File: config.mk
export PLATFORM = sky130hd
export DESIGN_NAME = tbct_timer
export DESIGN_NICKNAME = d
export VERILOG_FILES = /design/src/design/tbct_pkg.sv /design/src/design/tbct_prescale.sv /design/src/design/tbct_edge.sv /design/src/design/tbct_timer.sv
export SDC_FILE = /design/constraint.sdc
export NUM_CORES = 1
export LEC_CHECK = 0
export BUFFER_PORTS_ARGS = -buffer_cell sky130_fd_sc_hd__clkbuf_2
export CORE_MARGIN = 5
export CORE_UTILIZATION = 49
export DETAILED_ROUTE_END_ITERATION = 8
export GPL_ROUTABILITY_DRIVEN = 0
export HOLD_SLACK_MARGIN = 0.15
export PLACE_DENSITY = 0.75
export SYNTH_ARGS = -nofsm -noshare
export SYNTH_HDL_FRONTEND = slang
export SYNTH_HIERARCHICAL = 1
export SYNTH_SLANG_ARGS = --single-unit
File: constraint.sdc
create_clock -name MCLK -period 2.25 [get_ports MCLK]
set_input_delay 0.45 -clock MCLK [delete_from_list [all_inputs] [get_ports MCLK]]
set_output_delay 0.45 -clock MCLK [all_outputs]
set_load 0.03 [all_outputs]
File: src/design/tbct_pkg.sv
// Package: register map, field positions and timing constants of the timebase capture timer
package tbct_pkg;
  // Register indices; each register is one aligned word, byte address is four times the index
  localparam logic [7:0] OFF_TB2_CSR   = 8'h08;
  localparam logic [7:0] OFF_RELOAD    = 8'h09;
  localparam logic [7:0] OFF_CNT2      = 8'h0a;
  localparam logic [7:0] OFF_TB1_CSR   = 8'h0b;
  localparam logic [7:0] OFF_CAPTURE   = 8'h0c;
  localparam logic [7:0] OFF_IRQ_STAT  = 8'h10;
  localparam logic [7:0] OFF_IRQ_MASK  = 8'h14;
  localparam logic [7:0] OFF_CTRL      = 8'h18;
  // Field positions
  localparam int TB2_FLAG_BIT  = 0;
  localparam int TB2_IE_BIT    = 1;
  localparam int TB1_FLAG_BIT  = 3;
  localparam int TB1_IE_BIT    = 4;
  localparam int PERIOD_BIT    = 5;
  localparam int CAP_FLAG_BIT  = 6;
  localparam int CAP_IE_BIT    = 7;
  localparam int EV_TB1_BIT    = 0;
  localparam int EV_TB2_BIT    = 1;
  localparam int EV_CAP_BIT    = 2;
  localparam int CTRL_GIE_BIT  = 0;
  localparam int CTRL_HALT_BIT = 1;
  // Reset values and counter limits
  localparam logic [7:0] BYTE_ZERO  = 8'h00;
  localparam logic [7:0] CNT1_TOP   = 8'hf9;
  localparam logic [7:0] CNT2_TOP   = 8'hff;
  localparam logic [2:0] EV_ZERO    = 3'h0;
  localparam logic [1:0] CTRL_RESET = 2'h0;
  // Clock divider: counters tick at oscillator / 32
  localparam int TICK_DIV = 32;
  localparam logic [4:0] PRE_TOP = 5'h1f;
  localparam logic [1:0] APB_PSLVERR_OK = 2'h0;
endpackage : tbct_pkg

File: src/design/tbct_prescale.sv
// Prescaler: one-cycle tick every TICK_DIV enabled clocks
`timescale 1ns/100ps
module tbct_prescale (
  // Clock and reset
  input  wire logic MCLK,
  input  wire logic RST_N,
  // Control
  input  wire logic run,
  output logic      tick
);
  logic [4:0] pre_reg;

  always_ff @(posedge MCLK or negedge RST_N) begin
    if (!RST_N) begin
      pre_reg <= 5'h00;
    end else if (run) begin
      pre_reg <= pre_reg + 5'h01;
    end
  end

  assign tick = run && (pre_reg == tbct_pkg::PRE_TOP);
endmodule : tbct_prescale

File: src/design/tbct_edge.sv
// Capture pin synchroniser and any-edge detector
`timescale 1ns/100ps
module tbct_edge (
  // Clock and reset
  input  wire logic MCLK,
  input  wire logic RST_N,
  input  wire logic ce,
  // Pin and event
  input  wire logic pin,
  output logic      edge_seen
);
  logic meta_reg;
  logic sync_reg;
  logic last_reg;

  // Two flops before use; first stage read only by second
  always_ff @(posedge MCLK or negedge RST_N) begin
    if (!RST_N) begin
      meta_reg <= 1'b0;
      sync_reg <= 1'b0;
      last_reg <= 1'b0;
    end else if (ce) begin
      meta_reg <= pin;
      sync_reg <= meta_reg;
      last_reg <= sync_reg;
    end
  end

  assign edge_seen = ce && (sync_reg != last_reg);
endmodule : tbct_edge

File: src/design/tbct_timer.sv
// Top: timebase and capture timer with APB register access
//
// The APB register port was chosen for this implementation.
`timescale 1ns/100ps
module tbct_timer (
  // Clock, reset, enable
  input  wire logic        MCLK,
  input  wire logic        RST_N,
  input  wire logic        CE,
  // APB slave
  input  wire logic        PSEL,
  input  wire logic        PENABLE,
  input  wire logic        PWRITE,
  input  wire logic [7:0]  PADDR,
  input  wire logic [31:0] PWDATA,
  output logic [31:0]      PRDATA,
  output logic             PREADY,
  output logic             PSLVERR,
  // Capture pin
  input  wire logic        CAPTURE_INPUT_PIN,
  // Interrupt requests
  output logic             TB1_IRQ,
  output logic             TB2_IRQ,
  output logic             CAP_IRQ,
  output logic             IRQ
);
  logic [7:0] cnt1_reg;
  logic       half_reg;
  logic [7:0] cnt2_reg;
  logic [7:0] reload_reg;
  logic [7:0] capture_reg;
  logic       tb1_ie_reg;
  logic       tb2_ie_reg;
  logic       cap_ie_reg;
  logic       period_reg;
  logic       tb1_flag_reg;
  logic       tb2_flag_reg;
  logic       cap_flag_reg;
  logic [2:0] ev_stat_reg;
  logic [2:0] ev_mask_reg;
  logic [1:0] ctrl_reg;
  logic       tick;
  logic       pin_edge;
  logic       tb1_ovf;
  logic       tb2_ovf;
  logic       cap_evt;
  logic       acc;
  logic       wr;
  logic       rd;
  logic [2:0] events;
  logic [31:0] rdata_next;
  logic [7:0] reg_idx;

  // Word index of the access; byte lanes are not decoded
  assign reg_idx = {2'h0, PADDR[7:2]};

  // Single-cycle access: answer in the access phase
  assign acc = PSEL && PENABLE && CE;
  assign wr  = acc && PWRITE;
  assign rd  = acc && !PWRITE;

  tbct_prescale u_pre (
    .MCLK  (MCLK),
    .RST_N (RST_N),
    .run   (CE && !ctrl_reg[tbct_pkg::CTRL_HALT_BIT]),
    .tick  (tick)
  );

  tbct_edge u_edge (
    .MCLK      (MCLK),
    .RST_N     (RST_N),
    .ce        (CE),
    .pin       (CAPTURE_INPUT_PIN),
    .edge_seen (pin_edge)
  );

  assign tb1_ovf = tick && (cnt1_reg == tbct_pkg::CNT1_TOP) && (half_reg || !period_reg);
  assign tb2_ovf = tick && (cnt2_reg == tbct_pkg::CNT2_TOP);
  assign cap_evt = pin_edge && !cap_flag_reg;
  assign events  = {cap_evt, tb2_ovf, tb1_ovf};

  always_ff @(posedge MCLK or negedge RST_N) begin
    if (!RST_N) begin
      cnt1_reg <= tbct_pkg::BYTE_ZERO;
      half_reg <= 1'b0;
    end else if (tick) begin
      if (cnt1_reg == tbct_pkg::CNT1_TOP) begin
        cnt1_reg <= tbct_pkg::BYTE_ZERO;
        half_reg <= period_reg && !half_reg;
      end else begin
        cnt1_reg <= cnt1_reg + 8'h01;
      end
    end
  end

  always_ff @(posedge MCLK or negedge RST_N) begin
    if (!RST_N) begin
      cnt2_reg <= tbct_pkg::BYTE_ZERO;
    end else if (tick) begin
      cnt2_reg <= tb2_ovf ? reload_reg : cnt2_reg + 8'h01;
    end
  end

  always_ff @(posedge MCLK or negedge RST_N) begin
    if (!RST_N) begin
      reload_reg <= tbct_pkg::BYTE_ZERO;
    end else if (wr && reg_idx == tbct_pkg::OFF_RELOAD) begin
      reload_reg <= PWDATA[7:0];
    end
  end

  always_ff @(posedge MCLK or negedge RST_N) begin
    if (!RST_N) begin
      capture_reg <= tbct_pkg::BYTE_ZERO;
    end else if (cap_evt) begin
      capture_reg <= cnt1_reg;
    end
  end

  always_ff @(posedge MCLK or negedge RST_N) begin
    if (!RST_N) begin
      tb1_ie_reg <= 1'b0;
      tb2_ie_reg <= 1'b0;
      cap_ie_reg <= 1'b0;
      period_reg <= 1'b0;
    end else if (wr && reg_idx == tbct_pkg::OFF_TB1_CSR) begin
      cap_ie_reg <= PWDATA[tbct_pkg::CAP_IE_BIT];
      period_reg <= PWDATA[tbct_pkg::PERIOD_BIT];
      tb1_ie_reg <= PWDATA[tbct_pkg::TB1_IE_BIT];
    end else if (wr && reg_idx == tbct_pkg::OFF_TB2_CSR) begin
      tb2_ie_reg <= PWDATA[tbct_pkg::TB2_IE_BIT];
    end
  end

  // flags, set wins over read clear
  always_ff @(posedge MCLK or negedge RST_N) begin
    if (!RST_N) begin
      tb1_flag_reg <= 1'b0;
      tb2_flag_reg <= 1'b0;
      cap_flag_reg <= 1'b0;
    end else if (CE) begin
      tb1_flag_reg <= tb1_ovf || (tb1_flag_reg && !(rd && reg_idx == tbct_pkg::OFF_TB1_CSR));
      tb2_flag_reg <= tb2_ovf || (tb2_flag_reg && !(rd && reg_idx == tbct_pkg::OFF_TB2_CSR));
      cap_flag_reg <= cap_evt || (cap_flag_reg && !(rd && reg_idx == tbct_pkg::OFF_CAPTURE));
    end
  end

  // Sticky event status, write one to clear; set wins
  always_ff @(posedge MCLK or negedge RST_N) begin
    if (!RST_N) begin
      ev_stat_reg <= tbct_pkg::EV_ZERO;
    end else if (CE) begin
      if (wr && reg_idx == tbct_pkg::OFF_IRQ_STAT) begin
        ev_stat_reg <= events | (ev_stat_reg & ~PWDATA[2:0]);
      end else begin
        ev_stat_reg <= events | ev_stat_reg;
      end
    end
  end

  // Mask and control registers
  always_ff @(posedge MCLK or negedge RST_N) begin
    if (!RST_N) begin
      ev_mask_reg <= tbct_pkg::EV_ZERO;
      ctrl_reg    <= tbct_pkg::CTRL_RESET;
    end else if (wr && reg_idx == tbct_pkg::OFF_IRQ_MASK) begin
      ev_mask_reg <= PWDATA[2:0];
    end else if (wr && reg_idx == tbct_pkg::OFF_CTRL) begin
      ctrl_reg <= PWDATA[1:0];
    end
  end

  // Read mux; reserved bits zero
  always_comb begin
    rdata_next = 32'h0000_0000;
    case (reg_idx)
      tbct_pkg::OFF_TB2_CSR: begin
        rdata_next[tbct_pkg::TB2_IE_BIT]   = tb2_ie_reg;
        rdata_next[tbct_pkg::TB2_FLAG_BIT] = tb2_flag_reg;
      end
      tbct_pkg::OFF_RELOAD:  rdata_next[7:0] = reload_reg;
      tbct_pkg::OFF_CNT2:    rdata_next[7:0] = cnt2_reg;
      tbct_pkg::OFF_TB1_CSR: begin
        rdata_next[tbct_pkg::CAP_IE_BIT]   = cap_ie_reg;
        rdata_next[tbct_pkg::CAP_FLAG_BIT] = cap_flag_reg;
        rdata_next[tbct_pkg::PERIOD_BIT]   = period_reg;
        rdata_next[tbct_pkg::TB1_IE_BIT]   = tb1_ie_reg;
        rdata_next[tbct_pkg::TB1_FLAG_BIT] = tb1_flag_reg;
      end
      tbct_pkg::OFF_CAPTURE:  rdata_next[7:0] = capture_reg;
      tbct_pkg::OFF_IRQ_STAT: rdata_next[2:0] = ev_stat_reg;
      tbct_pkg::OFF_IRQ_MASK: rdata_next[2:0] = ev_mask_reg;
      tbct_pkg::OFF_CTRL:     rdata_next[1:0] = ctrl_reg;
      default:                rdata_next = 32'h0000_0000;
    endcase
  end

  // Registered answer: PREADY high in the first cycle of the access phase, one cycle after setup
  always_ff @(posedge MCLK or negedge RST_N) begin
    if (!RST_N) begin
      PRDATA  <= 32'h0000_0000;
      PREADY  <= 1'b0;
      PSLVERR <= 1'b0;
    end else if (CE) begin
      PREADY  <= PSEL && !PENABLE;
      PSLVERR <= 1'b0;
      PRDATA  <= (PSEL && !PENABLE && !PWRITE) ? rdata_next : 32'h0000_0000;
    end
  end

  // per-event requests, gated by enable and global unmask
  always_ff @(posedge MCLK or negedge RST_N) begin
    if (!RST_N) begin
      TB1_IRQ <= 1'b0;
      TB2_IRQ <= 1'b0;
      CAP_IRQ <= 1'b0;
      IRQ     <= 1'b0;
    end else if (CE) begin
      TB1_IRQ <= tb1_flag_reg && tb1_ie_reg && ctrl_reg[tbct_pkg::CTRL_GIE_BIT];
      TB2_IRQ <= tb2_flag_reg && tb2_ie_reg && ctrl_reg[tbct_pkg::CTRL_GIE_BIT];
      CAP_IRQ <= cap_flag_reg && cap_ie_reg && ctrl_reg[tbct_pkg::CTRL_GIE_BIT];
      IRQ     <= |(ev_stat_reg & ev_mask_reg);
    end
  end
endmodule : tbct_timer

Word-level counts from Yosys, hierarchy flattened

Cells that the tools add are included.

Multiplexer cells: 7
$add $sub $neg: 3
Reduce and logical (&&, ||, !) cells: 49
Eq/ne operators: 12
Bitwise logic cells: 7

Operator list:

| operator                                       | count |
|---|---|
| logical AND 1 bit                              | 32 |
| == test 6 x 4 -> 1 bit (second input constant) | 5 |
| 2-to-1 mux 8 bit                               | 3 |
| case mux 5 bit (4 select lines)                | 1 |
| == test 6 x 5 -> 1 bit (second input constant) | 3 |
| adder 8 x 1 -> 8 bit (second input constant)   | 2 |
| == test 8 bit (second input constant)          | 2 |
| case mux 2 bit (7 select lines)                | 1 |
| logical NOT 1 bit                              | 9 |
| bitwise AND 3 bit                              | 2 |
| bitwise OR 3 bit                               | 2 |
| AND reduction 2 bit                            | 3 |
| adder 5 x 1 -> 5 bit (second input constant)   | 1 |
| == test 5 bit (second input constant)          | 1 |
| case mux 1 bit (5 select lines)                | 1 |
| logical OR 1 bit                               | 4 |
| 2-to-1 mux 3 bit                               | 1 |
| inverter 3 bit                                 | 1 |
| OR reduction 3 bit                             | 1 |
| inverter 1 bit                                 | 2 |
| != test 1 bit                                  | 1 |

Output and inout bits: 38
Register bits after elaboration: 93
Word-level logic and storage cells: 103

Longest topological paths before layout

Depth after elaboration: 7
Mapped depth: 9

Hierarchy

The synthesis kept the hierarchy.

By module, submodules not included:

| module        | times used | sequential area each (µm²) | area each (µm²) | cells an instance |
|---|---|---|---|---|
| tbct_timer    | 1          | 1,526.5                    | 3,229.3         | 301 |
| tbct_prescale | 1          | 125.1                      | 222.7           | 16 |
| tbct_edge     | 1          | 75.1                       | 125.1           | 8 |

Least setup slack after synthesis

Ideal clock, no wire load.

Path type: input -> register
Start: in CE
End: reg cnt2_reg[3]
Library setup time: 138 ps
Stages: 9
Data arrival time: 2,711 ps
Path slack: -599 ps
Cell sequence: clkbuf_1 clkbuf_1 nor2b_1 and2_2 buf_2 nand4_1 nor3_2 mux2i_1 a21oi_1

Cells in the longest elaborated chain, start to end: 4

Ends and longest elaborated chain:

| element              | line                | text |
|---|---|---|
| start, declared      | tbct_timer.sv:9     | `input wire logic CE,` |
| logical AND 1 bit *  | tbct_timer.sv:65    | `.run (CE && !ctrl_reg[tbct_pkg::CTRL_HALT_BIT]),` |
| logical AND 1 bit *  | tbct_prescale.sv:21 | `assign tick = run && (pre_reg == tbct_pkg::PRE_TOP);` |
| via tick             | tbct_timer.sv:42    | `logic tick;` |
| logical AND 1 bit    | tbct_timer.sv:78    | `assign tb2_ovf = tick && (cnt2_reg == tbct_pkg::CNT2_TOP);` |
| 2-to-1 mux 8 bit     | tbct_timer.sv:100   | `cnt2_reg <= tb2_ovf ? reload_reg : cnt2_reg + 8'h01;` |
| end signal, assigned | tbct_timer.sv:98    | `cnt2_reg <= tbct_pkg::BYTE_ZERO;` |
| end signal, assigned | tbct_timer.sv:100   |  |
| end, declared        | tbct_timer.sv:29    | `logic [7:0] cnt2_reg;` |

The timed path passes the listed nets; every way through them passes the cells marked *.
A chain may end at the register's enable or synchronous reset.

Worst setup path after layout

Start: reg u_pre.pre_reg[0]
End: reg cnt2_reg[1]

Cells in the longest elaborated chain, start to end: 4

Ends and longest elaborated chain:

| element                | line                | text |
|---|---|---|
| start, declared        | tbct_prescale.sv:11 | `logic [4:0] pre_reg;` |
| start signal, assigned | tbct_prescale.sv:17 | `pre_reg <= pre_reg + 5'h01;` |
| == test 5 bit *        | tbct_prescale.sv:21 |  |
| logical AND 1 bit *    | tbct_prescale.sv:21 |  |
| via tick               | tbct_timer.sv:42    |  |
| logical AND 1 bit      | tbct_timer.sv:78    |  |
| 2-to-1 mux 8 bit       | tbct_timer.sv:100   |  |

Marks and branches as above.

==> impl_summary.md <==
Drt
The number of nets with antenna violations after routing is 0. The number of iterations in the first detailed-routing pass is 5. Dividing the detail-routed wire length by the instance count gives ~16 um. In the routed layout, each cell is associated on average with a via count of approximately 5.5. The aggregate routed wire length is between 7 and 8 mm.

The remaining design rule violation count is 0. The first routing iteration left approximately 220 violations. For this block, the via count after detailed routing is 2622.

STA
The worst setup slack after layout is roughly 0.16 ns. The transition time at the pin with the least slew margin is roughly 0.55 ns. The final number of hold-violating endpoints was 0. Hold is met by roughly 0.33 ns.

The final critical path takes up between 90% and 100% of the cycle. The tightest slew margin relative to the limit is around 63%. For the final database, setup skew stands at about 0.010 ns.

For the finished layout, the period the worst path requires is between 2 and 2.5 ns. The final setup violation count is 0. The timing-limited maximum frequency is between 400 and 500 MHz.

The number of max-slew violations in the final report is 0.

Setup path
The critical path goes through ha_1 -> and3_1 -> ha_1 -> and2_2 -> nand4_1 -> nor3_4 -> buf_12 -> mux2i_1 -> a21oi_1. Together, buffers and inverters on the worst path number 1. The worst setup path is of the reg -> reg kind.

The maximum net fanout on the critical path is 9. The critical path arrival is 2.31 ns. The critical path data required time is 2.48 ns. Among all stages on the critical path, the largest delay is contributed by dfrtp_1. The critical path endpoint category is a flop. STA classifies the critical path startpoint as a flop. The reg-to-reg critical path startpoint is u_pre/pre_reg[0]$_DFFE_PN0P_.

The cell family contributing the most delay on the critical path is simple AND/OR/NAND/NOR gates. In this run the worst setup path begins at u_pre/pre_reg[0]$_DFFE_PN0P_. For this run, the slowest stage of the critical path takes between 0.3 and 0.4 ns.

The most numerous cell type found on the critical path is ha_1.

Synthesis
After synthesis, the share of flip-flops with an asynchronous set or reset is 100.0%. The average cell area after synthesis is between 10 and 15 sq um. The synthesized instance count is about 330. Summing every instance area after synthesis gives 0.003577 sq mm.

The share of the synthesized area in the top cell type is between 40% and 50%. Among all flip-flop cells after synthesis, the most frequent one is dfrtp_1. Sorting the synthesized cells by area gives the leading types as dfrtp_1 (48%), mux2_2 (11%), buf_4 (5.2%), mux2i_1 (2.5%), nand4_1 (1.9%). The number of enable flip-flop cells after synthesis is 0.

The area fraction in and, or, nand and nor cells after synthesis is ~14%. The biggest area contributor in the post-synthesis netlist is dfrtp_1. The total of warnings raised by yosys is 6. The share of the synthesized netlist area taken by xor and xnor gates is roughly 2.0%. The synthesized netlist devotes 10.46% of its cell area to compound gates. The adder-cell share of the synthesized area is slightly above 2%. The distinct cell type count of the synthesized netlist is between 40 and 50. The multiplexer share of the synthesized area is between 10% and 20%. For this run, the register share of the synthesized area comes to 48.27%. The number of synthesized register bits is 69. By area, the combinational part of the netlist is dominated by multiplexers.

Place
The sum of net half-perimeters after detailed placement is 5.748 mm. The number of placed cells counting well taps is around 460. The worst setup slack after placement is 0.03807 ns. The number of I/O port buffers is 33.

Clock tree
Buffers inserted during clock tree synthesis total 9. The TritonCTS clock tree is yes. The total number of clock tree sinks is 69. The clock tree root buffer cell is clkbuf_8. CTS built an H-tree with a depth of 3.

In this run the deepest clock path goes through 2 buffers. Clock-pin slew was measured on the worst setup and hold paths at 0.07 ns. The number of instances resized during post-cts repair is 0. At the later pin of the worst-skew pair, clock insertion delay measures between 0.3 and 0.4 ns.

Floorplan
The vertical die dimension is 95.44 um. Pin placement for this block handled 85 I/O pins. The die footprint is 0.009109 sq mm. The initial core utilization is 49.85%. The standard cell core area is 0.007176 sq mm. The number of cell rows is 31. From left edge to right edge, the die measures between 90 and 100 um.

GRT
After global routing the overflow that remains totals 0. The via count of the first global-routing pass came to ~2600. The initial antenna violation count is 0. Entering global routing, the biggest net connects 47 pins. The first global-routing pass estimated roughly 13 mm of wire. Global routing used ~18% of the available tracks.

Cells and area
The most common cell after layout, fill and taps aside is dfrtp_1. The growth of design area from synthesis to finish is 14.38%. The share of layout cells above drive strength 1 is around 29%. The number of standard cells in the final layout excluding fillers is about 480.

Measured on the finished design, the core utilization comes to 57.02%. The number of nets in the final layout is 425. Leaving out fill and tap cells, the most frequent cells in the layout are dfrtp_1 (69), mux2_2 (35), clkbuf_2 (32), conb_1 (25), inv_1 (16). The repair_antennas step left the layout with diodes totalling 0.

Run status
The run finished with clean final reports.

Power and ir drop
The total leakage power is 0.001943 uW. VDD sags by at most approximately 0.37 mV. The areal power density over the cells is 712.1 mW/mm^2.

Min path
The critical hold path startpoint is CAPTURE_INPUT_PIN. The path class of the tightest hold or removal check is in -> reg.

Run
The number of maximum-capacitance violations is 0.
==> per-stage QoR <==
stage / total power (uW) / TNS, ns / cell area (sq um)
finish: 2913 / 0 / 4091
global route: 3073 / -0.01736 / 4091
CTS: 2937 / 0 / 4064
detailed placement: 1948 / 0 / 3861
global placement: 1919 / 0 / 3861
floorplan: 1829 / 0 / 3697
==> power by group <==
part / internal (uW) / switching (uW)
registers: 1370 / 127
clock network: 539 / 449
logic: 196 / 237
total: 2100 / 812
==> final cells by class <==
class	instances	area, sq um
fillers	603	3084
flip-flops and latches	69	1727
multi-input cells	227	1655
repair buffers	50	332.8
clock buffers	12	145.1
well taps	99	123.9
inverters	16	60.06
clock inverters	4	47.55
==> layer usage <==
metal  vias to the layer above  GRT usage, %  share of wire, %  wire (um)
met5                         -             0                 0          0
met4                         0         8.412               2.0        153
met3                        11         4.420               7.5        584
met2                       105         29.91                49       3786
met1                      1276         23.10                42       3224
li1                       1230             -                 -          -
==> cells in the mapped netlist, types with 3 or more instances <==
cell,number
nor3_1,8
xnor2_1,3
mux2_4,3
a22o_1,3
buf_4,25
a222oi_1,5
buf_2,5
nand3b_1,3
clkbuf_1,6
nand2b_1,4
inv_1,16
nand4_1,11
a31oi_1,4
or3_1,3
nor2b_1,6
a221oi_1,4
dfrtp_1,69
a21oi_1,12
xor2_1,5
nor2_1,13
and3_1,3
a21o_1,3
o22ai_1,9
o21ai_0,8
mux2_2,35
nand2_1,14
mux2i_1,9
nand3_1,7
ha_1,5
==> cell families after synthesis <==
family,after synthesis
AND/OR/NAND/NOR,86
AO/OA/AOI/OAI,55
flip-flops,69
other,1
XOR/XNOR,8
buffers and inverters,53
adder cells (fa/ha/maj),6
multiplexers,47
==> repair_timing <==
| action | CTS | global route |
|---|---|---|
| hold endpoints to repair | 23 | 0 |
| hold buffers | 1 | 0 |
| endpoints found under the setup margin | 0 | 3 |
| setup buffers | 0 | 2 |
==> final timing paths <==
check                           depth (start not counted)  slack (ns)                            to
worst max-delay path                                    9        0.16       cnt2_reg[1]$_DFFE_PN0P_
worst min-delay path                                    2        0.33   u_edge/meta_reg$_DFFE_PN0P_
worst max register to register                          9        0.16       cnt2_reg[1]$_DFFE_PN0P_
worst min register to register                          1        0.47  u_pre/pre_reg[3]$_DFFE_PN0P_
max in group asynchronous                               3        0.99     reload_reg[7]$_DFFE_PN0P_
min in group asynchronous                               2        0.63  u_pre/pre_reg[0]$_DFFE_PN0P_
Power figures use the tool's default switching activity.
